[config.mk]
export PLATFORM = sky130hd
export DESIGN_NAME = tsm_core
export DESIGN_NICKNAME = d
export VERILOG_FILES = /design/src/shared/tsm_pkg.sv /design/src/core/tsm_core.sv /design/src/core/tsm_pacer.sv
export VERILOG_INCLUDE_DIRS = /design/src /design/src/shared
export SDC_FILE = /design/constraint.sdc
export NUM_CORES = 2
export LEC_CHECK = 0
export BUFFER_PORTS_ARGS = -buffer_cell sky130_fd_sc_hd__clkbuf_2
export CORE_AREA = 2 2 416 459
export DETAILED_ROUTE_END_ITERATION = 10
export DIE_AREA = 0 0 418 461
export PLACE_DENSITY = 0.54
export SYNTH_ARGS = -nofsm -noshare
export SYNTH_HDL_FRONTEND = slang
export SYNTH_SLANG_ARGS = --single-unit
[constraint.sdc]
create_clock -name pclk -period 38.7 [get_ports pclk]
set_clock_uncertainty 0.2 [all_clocks]
set_input_delay 1.935 -clock pclk [delete_from_list [all_inputs] [get_ports pclk]]
set_output_delay 1.935 -clock pclk [all_outputs]
set_load 0.05 [all_outputs]
[src/shared/tsm_params.svh]
`ifndef TSM_PARAMS_SVH
`define TSM_PARAMS_SVH
// register byte offsets
`define TSM_OFF_TRIG      12'h000
`define TSM_OFF_COUNT     12'h004
`define TSM_OFF_CMD       12'h008
`define TSM_OFF_SYNC      12'h00C
`define TSM_OFF_COMBINE   12'h010
`define TSM_OFF_RATE      12'h014
`define TSM_OFF_MASTER    12'h018
`define TSM_OFF_SCALE1    12'h01C
`define TSM_OFF_SCALE2    12'h020
`define TSM_OFF_RANGE1    12'h024
`define TSM_OFF_RANGE2    12'h028
`define TSM_OFF_GAIN      12'h02C
`define TSM_OFF_STATUS    12'h030
`define TSM_OFF_RESULT    12'h034
`define TSM_OFF_MIN       12'h038
`define TSM_OFF_MAX       12'h03C
`define TSM_OFF_PEAK      12'h040
`define TSM_OFF_LASER     12'h044
// command register bits
`define TSM_CMD_SOFT_FIRE 0
`define TSM_CMD_CLR_STAT  1
`define TSM_CMD_MASTER    2
`define TSM_CMD_CLR_ERR   3
// counts
`define TSM_COUNT_INFINITE 14'h3FFF
`define TSM_COUNT_RESET    14'h0001
// rate in Hz units of kHz*1000: 0.100 .. 100.000
`define TSM_RATE_MIN       20'h00064
`define TSM_RATE_MAX       20'h186A0
`define TSM_RATE_RESET     20'h003E8
`define TSM_CLK_KHZ        40000
// master limit in 1/10000 mm units: 1024.0 mm
`define TSM_MASTER_LIM     32'sd10240000
// error codes
`define TSM_ERR_SOFT_OFF   8'h43
`define TSM_ERR_ENCODER    8'h80
`endif

[src/shared/tsm_pkg.sv]
package tsm_pkg;
  typedef enum logic [1:0] {
    TSM_TRIG_NONE = 2'b00,
    TSM_TRIG_EDGE = 2'b01,
    TSM_TRIG_GATE = 2'b10,
    TSM_TRIG_SOFT = 2'b11
  } tsm_trig_type;
  typedef enum logic [1:0] {
    TSM_SYNC_NONE     = 2'b00,
    TSM_SYNC_INTERNAL = 2'b01,
    TSM_SYNC_EXTERNAL = 2'b10,
    TSM_SYNC_CHANNEL  = 2'b11
  } tsm_sync_type;
  typedef enum logic [1:0] {
    TSM_COMB_FIRST  = 2'b00,
    TSM_COMB_SECOND = 2'b01,
    TSM_COMB_THICK  = 2'b10,
    TSM_COMB_DIFF   = 2'b11
  } tsm_comb_type;
  typedef enum logic [1:0] {
    TSM_BURST_IDLE  = 2'b00,
    TSM_BURST_COUNT = 2'b01,
    TSM_BURST_CONT  = 2'b10
  } tsm_burst_type;
endpackage : tsm_pkg

[src/core/tsm_core.sv]
// Local design decisions: the APB slave port and the address map.
`timescale 1ns/10ps
`include "tsm_params.svh"
module tsm_core
  import tsm_pkg::*;
(
  // apb slave
  input  wire logic        pclk,
  input  wire logic        presetn,
  input  wire logic        psel,
  input  wire logic        penable,
  input  wire logic        pwrite,
  input  wire logic [11:0] paddr,
  input  wire logic [31:0] pwdata,
  output logic [31:0]      prdata,
  output logic             pready,
  output logic             pslverr,
  // trigger and pins
  input  wire logic        external_fire_input,
  input  wire logic        multipurpose_input,
  input  wire logic        laser_bridge,
  // sensor data
  input  wire logic        sample_valid,
  input  wire logic [31:0] head1_value,
  input  wire logic [31:0] head2_value,
  input  wire logic [31:0] encoder_value,
  // sensor side outputs
  output logic             head1_sync,
  output logic             head2_sync,
  output logic             head1_laser,
  output logic             head2_laser,
  output logic             fire_threshold_high,
  output logic             encoder_latch,
  // result stream
  output logic             result_valid,
  output logic [31:0]      combined_result
);
  // configuration
  tsm_trig_type  trig_mode;
  logic          trig_polarity_cmd;   // 1 = rising edge
  logic          trig_threshold;      // 1 = high_threshold_logic
  logic [13:0]   burst_length_cmd;
  tsm_sync_type  sync_mode;
  logic          sync_threshold;
  logic [1:0]    channel_kind_setting; // bit n set = channel n+1 encoder
  logic          sync_channel;
  tsm_comb_type  combine_mode_cmd;
  logic [19:0]   sample_rate_cmd;
  logic          master_on;
  logic [31:0]   master_value;
  logic [31:0]   master_offset;
  logic          point1_set;
  logic          point2_set;
  logic [31:0]   point1;
  logic [31:0]   point2;
  logic [31:0]   range1;
  logic [31:0]   range2;
  logic [15:0]   corr_gain;
  logic [1:0]    emitter_switch_cmd;
  logic          mfi_clears_stats;
  logic [7:0]    err_code;
  // datapath state
  tsm_burst_type burst_state;
  logic [13:0]   burst_left;
  logic          fire_prev;
  logic          mfi_prev;
  logic [31:0]   stat_min;
  logic [31:0]   stat_max;
  logic          stat_any;

  // apb decode
  wire access     = psel && penable;
  wire wr         = access && pwrite;
  wire hit_trig   = (paddr == `TSM_OFF_TRIG);
  wire hit_count  = (paddr == `TSM_OFF_COUNT);
  wire hit_cmd    = (paddr == `TSM_OFF_CMD);
  wire hit_sync   = (paddr == `TSM_OFF_SYNC);
  wire hit_comb   = (paddr == `TSM_OFF_COMBINE);
  wire hit_rate   = (paddr == `TSM_OFF_RATE);
  wire hit_master = (paddr == `TSM_OFF_MASTER);
  wire hit_sc1    = (paddr == `TSM_OFF_SCALE1);
  wire hit_sc2    = (paddr == `TSM_OFF_SCALE2);
  wire hit_r1     = (paddr == `TSM_OFF_RANGE1);
  wire hit_r2     = (paddr == `TSM_OFF_RANGE2);
  wire hit_gain   = (paddr == `TSM_OFF_GAIN);
  wire hit_stat   = (paddr == `TSM_OFF_STATUS);
  wire hit_res    = (paddr == `TSM_OFF_RESULT);
  wire hit_min    = (paddr == `TSM_OFF_MIN);
  wire hit_max    = (paddr == `TSM_OFF_MAX);
  wire hit_peak   = (paddr == `TSM_OFF_PEAK);
  wire hit_laser  = (paddr == `TSM_OFF_LASER);
  wire mapped     = hit_trig | hit_count | hit_cmd | hit_sync | hit_comb
                  | hit_rate | hit_master | hit_sc1 | hit_sc2 | hit_r1
                  | hit_r2 | hit_gain | hit_stat | hit_res | hit_min
                  | hit_max | hit_peak | hit_laser;

  function automatic logic signed_in_limit(input logic [31:0] v);
    signed_in_limit = ($signed(v) <= `TSM_MASTER_LIM) &&
                      ($signed(v) >= -`TSM_MASTER_LIM);
  endfunction : signed_in_limit

  wire rate_ok = (sync_mode != TSM_SYNC_NONE) ||
                 ((pwdata[19:0] >= `TSM_RATE_MIN) &&
                  (pwdata[19:0] <= `TSM_RATE_MAX));
  wire soft_cmd  = wr && hit_cmd && pwdata[`TSM_CMD_SOFT_FIRE];
  wire soft_ok   = soft_cmd && (trig_mode == TSM_TRIG_SOFT);
  wire soft_bad  = soft_cmd && (trig_mode != TSM_TRIG_SOFT);
  // master value arrives as a 31-bit signed field
  wire [31:0] new_master = {pwdata[30], pwdata[30:0]};
  wire bad_write = wr && ((hit_rate && !rate_ok) ||
                   (hit_master && pwdata[31] == 1'b0 &&
                    !signed_in_limit(new_master)) || soft_bad);

  assign pready  = 1'b1;
  assign pslverr = access && (!mapped || bad_write);

  // trigger sources
  wire fire_edge = trig_polarity_cmd ? (external_fire_input && !fire_prev)
                 : (!external_fire_input && fire_prev);
  wire fire_level = (external_fire_input == trig_polarity_cmd);
  wire enc_ch     = channel_kind_setting[sync_channel];
  wire event_fire = ((trig_mode == TSM_TRIG_EDGE) && fire_edge) ||
                    soft_ok;

  // pacing
  logic tick;
  tsm_pacer u_pacer (
    .pclk    (pclk),
    .presetn (presetn),
    .rate    (sample_rate_cmd),
    .tick    (tick)
  );
  wire ch_tick = enc_ch ? tick : sample_valid;
  wire pace    = (sync_mode == TSM_SYNC_NONE)     ? tick
               : (sync_mode == TSM_SYNC_EXTERNAL) ? fire_edge
               : (sync_mode == TSM_SYNC_CHANNEL)  ? ch_tick
               : tick;
  assign head1_sync = (sync_mode == TSM_SYNC_INTERNAL) ? tick
                    : (sync_mode == TSM_SYNC_EXTERNAL)
                      ? external_fire_input : 1'b0;
  assign head2_sync = head1_sync;
  assign fire_threshold_high = (sync_mode == TSM_SYNC_EXTERNAL)
                             ? sync_threshold : trig_threshold;
  assign encoder_latch = (sync_mode == TSM_SYNC_CHANNEL) && !enc_ch
                       && sample_valid;
  assign head1_laser = laser_bridge ? emitter_switch_cmd[0] : 1'b1;
  assign head2_laser = laser_bridge ? emitter_switch_cmd[1] : 1'b1;

  // combining
  logic [31:0] raw;
  logic [31:0] next_combined;
  logic        needs_enc_err;
  always_comb
  begin
    needs_enc_err = 1'b0;
    case (combine_mode_cmd)
      TSM_COMB_FIRST:
      begin
        raw = head1_value;
        needs_enc_err = channel_kind_setting[0];
      end
      TSM_COMB_SECOND:
      begin
        raw = head2_value;
        needs_enc_err = channel_kind_setting[1];
      end
      TSM_COMB_THICK:
      begin
        raw = master_on
            ? master_offset - head1_value - head2_value
            : (range1 - head1_value) + (range2 - head2_value);
        needs_enc_err = |channel_kind_setting;
      end
      default:
      begin
        raw = head1_value - head2_value;
        needs_enc_err = |channel_kind_setting;
      end
    endcase
  end
  // master shift applies in all modes except thickness, which folds it in
  wire [31:0] mastered = (master_on && combine_mode_cmd != TSM_COMB_THICK)
                       ? raw - master_offset + master_value : raw;
  // offset chosen so the value at capture reads back as the master value
  wire [31:0] next_offset = (combine_mode_cmd == TSM_COMB_THICK)
                          ? new_master + head1_value + head2_value
                          : raw;
  wire [47:0] scaled   = $signed(mastered) * $signed({1'b0, corr_gain});
  wire corr_on = point1_set && point2_set;
  // offset derived from first point; slope from gain register
  assign next_combined = corr_on ? (scaled[43:12] + point1) : mastered;

  wire emit = (burst_state != TSM_BURST_IDLE ||
              ((trig_mode == TSM_TRIG_GATE) && fire_level) ||
              (trig_mode == TSM_TRIG_NONE)) && pace;
  wire clr_stats = (wr && hit_cmd && pwdata[`TSM_CMD_CLR_STAT]) ||
                   (mfi_clears_stats && multipurpose_input && !mfi_prev);
  wire take = emit && !needs_enc_err;

  // burst control
  always_ff @(posedge pclk or negedge presetn)
  begin
    if (!presetn)
    begin
      burst_state <= TSM_BURST_IDLE;
      burst_left  <= 14'h0000;
    end
    else
    begin
      case (burst_state)
        TSM_BURST_IDLE:
          if (event_fire && burst_length_cmd == `TSM_COUNT_INFINITE)
            burst_state <= TSM_BURST_CONT;
          else if (event_fire && burst_length_cmd != 14'h0000)
          begin
            burst_state <= TSM_BURST_COUNT;
            burst_left  <= burst_length_cmd;
          end
        TSM_BURST_COUNT:
          if (event_fire && burst_length_cmd == 14'h0000)
          begin
            burst_state <= TSM_BURST_IDLE;
            burst_left  <= 14'h0000;
          end
          else if (event_fire && burst_length_cmd == `TSM_COUNT_INFINITE)
            burst_state <= TSM_BURST_CONT;
          else if (event_fire)
            burst_left <= burst_length_cmd;
          else if (emit && burst_left == 14'h0001)
          begin
            burst_state <= TSM_BURST_IDLE;
            burst_left  <= 14'h0000;
          end
          else if (emit)
            burst_left <= burst_left - 14'h0001;
        TSM_BURST_CONT:
          if (soft_ok || (event_fire && burst_length_cmd == 14'h0000))
            burst_state <= TSM_BURST_IDLE;
        default:
          burst_state <= TSM_BURST_IDLE;
      endcase
    end
  end

  // result, statistics, input edge history
  always_ff @(posedge pclk or negedge presetn)
  begin
    if (!presetn)
    begin
      result_valid    <= 1'b0;
      combined_result <= 32'h00000000;
      stat_min        <= 32'h00000000;
      stat_max        <= 32'h00000000;
      stat_any        <= 1'b0;
      fire_prev       <= 1'b0;
      mfi_prev        <= 1'b0;
    end
    else
    begin
      fire_prev    <= external_fire_input;
      mfi_prev     <= multipurpose_input;
      result_valid <= take;
      if (take)
        combined_result <= next_combined;
      // a value arriving with the clear starts the new statistics
      if (take)
      begin
        stat_any <= 1'b1;
        if (clr_stats || !stat_any ||
            $signed(next_combined) < $signed(stat_min))
          stat_min <= next_combined;
        if (clr_stats || !stat_any ||
            $signed(next_combined) > $signed(stat_max))
          stat_max <= next_combined;
      end
      else if (clr_stats)
      begin
        stat_any <= 1'b0;
        stat_min <= 32'h00000000;
        stat_max <= 32'h00000000;
      end
    end
  end

  // configuration writes
  always_ff @(posedge pclk or negedge presetn)
  begin
    if (!presetn)
    begin
      trig_mode            <= TSM_TRIG_NONE;
      trig_polarity_cmd    <= 1'b1;
      trig_threshold       <= 1'b0;
      burst_length_cmd     <= `TSM_COUNT_RESET;
      sync_mode            <= TSM_SYNC_INTERNAL;
      sync_threshold       <= 1'b0;
      sync_channel         <= 1'b0;
      channel_kind_setting <= 2'b00;
      combine_mode_cmd     <= TSM_COMB_FIRST;
      sample_rate_cmd      <= `TSM_RATE_RESET;
      master_on            <= 1'b0;
      master_value         <= 32'h00000000;
      master_offset        <= 32'h00000000;
      point1_set           <= 1'b0;
      point2_set           <= 1'b0;
      point1               <= 32'h00000000;
      point2               <= 32'h00000000;
      range1               <= 32'h00000000;
      range2               <= 32'h00000000;
      corr_gain            <= 16'h1000;
      emitter_switch_cmd   <= 2'b11;
      mfi_clears_stats     <= 1'b0;
      err_code             <= 8'h00;
    end
    else
    begin
      if (wr && hit_trig)
      begin
        trig_mode         <= tsm_trig_type'(pwdata[1:0]);
        trig_polarity_cmd <= pwdata[4];
        trig_threshold    <= pwdata[5];
      end
      if (wr && hit_count)
        burst_length_cmd <= pwdata[13:0];
      if (wr && hit_sync)
      begin
        sync_mode            <= tsm_sync_type'(pwdata[1:0]);
        sync_threshold       <= pwdata[4];
        sync_channel         <= pwdata[8];
        channel_kind_setting <= pwdata[13:12];
      end
      if (wr && hit_comb)
        combine_mode_cmd <= tsm_comb_type'(pwdata[1:0]);
      if (wr && hit_rate && rate_ok)
        sample_rate_cmd <= pwdata[19:0];
      if (wr && hit_master && !pwdata[31] &&
          signed_in_limit(new_master))
      begin
        master_on     <= 1'b1;
        master_value  <= new_master;
        master_offset <= next_offset;
      end
      else if (wr && hit_master && pwdata[31])
        master_on <= 1'b0;
      if (wr && hit_sc1)
      begin
        point1_set <= !pwdata[31];
        point1     <= {pwdata[30], pwdata[30:0]};
      end
      if (wr && hit_sc2)
      begin
        point2_set <= !pwdata[31];
        point2     <= {pwdata[30], pwdata[30:0]};
      end
      if (wr && hit_r1)
        range1 <= pwdata;
      if (wr && hit_r2)
        range2 <= pwdata;
      if (wr && hit_gain)
        corr_gain <= pwdata[15:0];
      if (wr && hit_laser)
      begin
        emitter_switch_cmd <= pwdata[1:0];
        mfi_clears_stats   <= pwdata[4];
      end
      // new error wins over software clear in the same cycle
      if (soft_bad)
        err_code <= `TSM_ERR_SOFT_OFF;
      else if (emit && needs_enc_err)
        err_code <= `TSM_ERR_ENCODER;
      else if (wr && hit_cmd && pwdata[`TSM_CMD_CLR_ERR])
        err_code <= 8'h00;
    end
  end

  // read mux
  assign prdata =
      hit_trig   ? {26'h0, trig_threshold, trig_polarity_cmd, 2'b00,
                    trig_mode} :
      hit_count  ? {18'h0, burst_length_cmd} :
      hit_sync   ? {18'h0, channel_kind_setting, 3'b000, sync_channel,
                    3'b000, sync_threshold, 2'b00, sync_mode} :
      hit_comb   ? {30'h0, combine_mode_cmd} :
      hit_rate   ? {12'h000, sample_rate_cmd} :
      hit_master ? master_value :
      hit_sc1    ? point1 :
      hit_sc2    ? point2 :
      hit_r1     ? range1 :
      hit_r2     ? range2 :
      hit_gain   ? {16'h0000, corr_gain} :
      hit_stat   ? {err_code, 6'h00, burst_left, master_on, corr_on,
                    burst_state} :
      hit_res    ? combined_result :
      hit_min    ? stat_min :
      hit_max    ? stat_max :
      hit_peak   ? (stat_max - stat_min) :
      hit_laser  ? {27'h0, mfi_clears_stats, 2'b00, emitter_switch_cmd} :
      32'h00000000;
endmodule : tsm_core

[src/core/tsm_pacer.sv]
`timescale 1ns/10ps
`include "tsm_params.svh"
// divides pclk into a sample tick at the requested rate
module tsm_pacer
  import tsm_pkg::*;
(
  // clock and reset
  input  wire logic        pclk,
  input  wire logic        presetn,
  // control
  input  wire logic [19:0] rate,
  // tick
  output logic             tick
);
  logic [31:0] acc;
  logic [32:0] sum;
  localparam logic [32:0] WRAP = 33'(`TSM_CLK_KHZ * 1000);

  // phase accumulator keeps fractional rates exact over time
  assign sum  = {1'b0, acc} + {13'h0000, rate};
  assign tick = (sum >= WRAP);

  always_ff @(posedge pclk or negedge presetn)
  begin
    if (!presetn)
      acc <= 32'h00000000;
    else if (tick)
      acc <= 32'(sum - WRAP);
    else
      acc <= sum[31:0];
  end
endmodule : tsm_pacer

==> results.yml <==
critical_path:
  path_class: "primary input to register"
  cp-end-kind: "register"
  required_ns: 39.06
  crit_fanout: 17
  slowest_delay_ns: 0.73
  crit_arrival_ns: 21.94
  crit_top_cell: "fa_1"
  crit_slowest_cell: "nor4_1"
  worstSetupStartpointType: "primary input"
route:
  wl_per_cell_um: 23.8
  drc: 0
  num_vias: 45800
  wl_um: 208000
  dr.pass1.iters: 6
  drt_iter0_drc: 3979
  ant_nets: 0
  vias_per_cell: 5.25
pwr:
  ir_drop_mv: 0.0333
  power.total_mw: 1.79
  p_per_area_nw_per_um2: 29.9
  leakage_nw: 28.7
min_path:
  holdCritPathClass: "register to register"
logic_synthesis:
  yosysTopAreaCellShare_pct: 22.5
  async_reset_ff_share_pct: 100
  synth.cell_area_sq_um: 54200
  ys_warn_count: 0
  yosys-top-cells-count: "inv_1 (967), nand2_1 (678), fa_1 (609)"
  synth_area_leaders: "fa_1 (22%), dfrtp_1 (18%), ha_1 (10%)"
  synth-seq-cells: 407
  synth.largest_area_cell: "fa_1"
  avgSynthCellArea_sq_um: 8.84
  synth_enable_flop_cells: 0
  synth_nets: 7333
  ys_types: 111
  syn_inst: 6137
  yosysSeqAreaShare_pct: 18.8
  yosysMostFrequentCell: "inv_1"
  synthFlopType: "dfrtp_1"
placement:
  gp_congestion: 0.976
  io_buffers: 188
  place_hpwl_um: 165000
final_layout:
  seq_area_sq_um: 10200
  drive_gt1_share_pct: 10.9
  multi_input_area_sq_um: 39500
  area_delta_synth_final_pct: 10.5
  nFillCells: 19700
  num-nets-final: 7425
  final_core_util_pct: 31.9
timing:
  relSlewSlack_pct: -2.19
  clock.fmax_ghz: 0.0463
  rsz0062_at_grt: "false"
  whs_ns: 0.296
  finalCriticalPeriod_ns: 21.58
  min_period_over_period_pct: 55.8
  hold_viol: 0
  tightestPinTransition_ns: 1.52
  fin_tns_setup_ns: 0
  setup_viol: 0
  slew_viol_final: 2
clock_network:
  path_clk_slew_ns: 0.06
  clock_path_buffers: 3
  cts_setup_buffers: 0
  cts-root-buf: "clkbuf_16"
  cts_tree: "done"
  cts_hold_buffers: 0
  cts_resized: 0
  cts_made_buffers: 49
  clock_latency_ns: 0.65
  h-tree-depth: 2
  cts_sinks: 407
floorplan:
  pin_count: 222
  dieArea_sq_um: 193000
  rows: 167
  start_util_pct: 28.9
  die_h_um: 461
  design.core.area_sq_um: 188000
  die_w_um: 418
run:
  maxCapViolations: 1
grt:
  grt_pass1_wl_um: 308000
  grt_start_max_net_pins: 79
  gr-usage-all-layers_pct: 21.4
  antenna_found_initial: 8
  grt_pass1_vias: 46900
  overflow: 0
status:
  status: "complete, but fails checks"
  violations: "max-capacitance violations, max-slew violations"
routing by layer:
layer  global-route usage, %  wire length (um)
met2                    35.0             95600
met4                    11.5             13100
met1                    27.6             86600
met5                       0                18
met3                    2.58             12700
logic make-up after synthesis:
logic type                 share of synthesized area [%]
and+or+nand+nor                                     13.9
AOI/OAI and AO/OA                                   17.1
buffers and inverters                               8.62
adders and majority gates                           32.6
DFF                                                 18.8
xor gates and xnor gates                            4.43
muxes                                               4.63
other                                            0.00691
path summary, 6_finish.rpt:
kind | from | end | slack [ns] | depth (start not counted)
worst max-delay path | head1_value[0] | stat_max[21]$_DFFE_PN0P_ | 17.12 | 79
worst max register to register | range1[0]$_DFFE_PN0P_ | stat_max[21]$_DFFE_PN0P_ | 18.21 | 77
worst min-delay path | point2[0]$_DFFE_PN0P_ | point2[0]$_DFFE_PN0P_ | 0.30 | 2
max in group asynchronous | presetn | master_offset[0]$_DFFE_PN0P_ | 34.98 | 3
min in group asynchronous | presetn | master_value[29]$_DFFE_PN0P_ | 1.05 | 1
worst min register to register | point2[0]$_DFFE_PN0P_ | point2[0]$_DFFE_PN0P_ | 0.30 | 2
area by class of cell:
cell class,count,share of cell area [%]
Clock buffer,61,2.27
Antenna cell,5,0.0209
Clock inverter,31,0.568
Inverter,970,6.08
Multi-Input combinational cell,4502,65.9
Sequential cell,407,17.1
Timing Repair Buffer,299,2.97
Tap cell,2450,5.12
report_power, final:
| group | switching [mW] | internal (mW) | leakage [nW] |
|---|---|---|---|
| Clock | 0.223 | 0.281 | 0.813 |
| Sequential | 0.0434 | 0.463 | 5.06 |
| Combinational | 0.482 | 0.297 | 22.8 |
per-stage QoR:
step                cell area (sq um)  instances  setup slack (ns)
floorplan                       54200       6137             20.56
global placement                58200       8627             16.34
detailed placement              58200       8628             16.73
CTS                             59900       8720             17.32
global route                    59900       8723             15.93
finish                          59900       8725             17.12
placed cells by master, fill, tap and decap left out, drive strengths merged, types with 22 or more instances in the layout:
| cell type | instances |
|---|---|
| nor2b | 51 |
| a22o | 50 |
| nand4 | 46 |
| nand2 | 679 |
| mux2i | 28 |
| xnor2 | 182 |
| o21a | 42 |
| nand3 | 82 |
| o211ai | 40 |
| a211oi | 52 |
| xor2 | 87 |
| fa | 609 |
| nor3 | 62 |
| buf | 112 |
| clkbuf | 248 |
| o221ai | 22 |
| and2 | 217 |
| nand2b | 56 |
| a22oi | 44 |
| inv | 973 |
| a221oi | 64 |
| o31ai | 22 |
| o21ai | 357 |
| a31oi | 23 |
| a21o | 111 |
| mux2 | 162 |
| nor2 | 248 |
| ha | 438 |
| dfrtp | 395 |
| and3 | 27 |
| or3 | 22 |
| o21bai | 47 |
| o22ai | 43 |
| a21oi | 319 |
sequential cells by signal (all words and copies together) (netlist names), 2 cells and up:
| register | flops |
|---|---|
| burst_left | 14 |
| burst_length_cmd | 14 |
| burst_state | 2 |
| channel_kind_setting | 2 |
| combine_mode_cmd | 2 |
| combined_result | 32 |
| corr_gain | 16 |
| emitter_switch_cmd | 2 |
| err_code | 2 |
| master_offset | 32 |
| master_value | 31 |
| point1 | 31 |
| point2 | 31 |
| range1 | 32 |
| range2 | 32 |
| sample_rate_cmd | 20 |
| stat_max | 32 |
| stat_min | 32 |
| sync_mode | 2 |
| trig_mode | 2 |
| u_pacer.acc | 32 |
critical path: cells and delay by family:
kind,cells,cell delay [ns]
buffers and inverters,11,0.92
XOR/XNOR,5,1.27
AO/OA/AOI/OAI,23,5.60
multiplexers,2,1.21
adder cells (fa/ha/maj),15,6.38
AND/OR/NAND/NOR,23,4.57
Power figures use the tool's default switching activity.
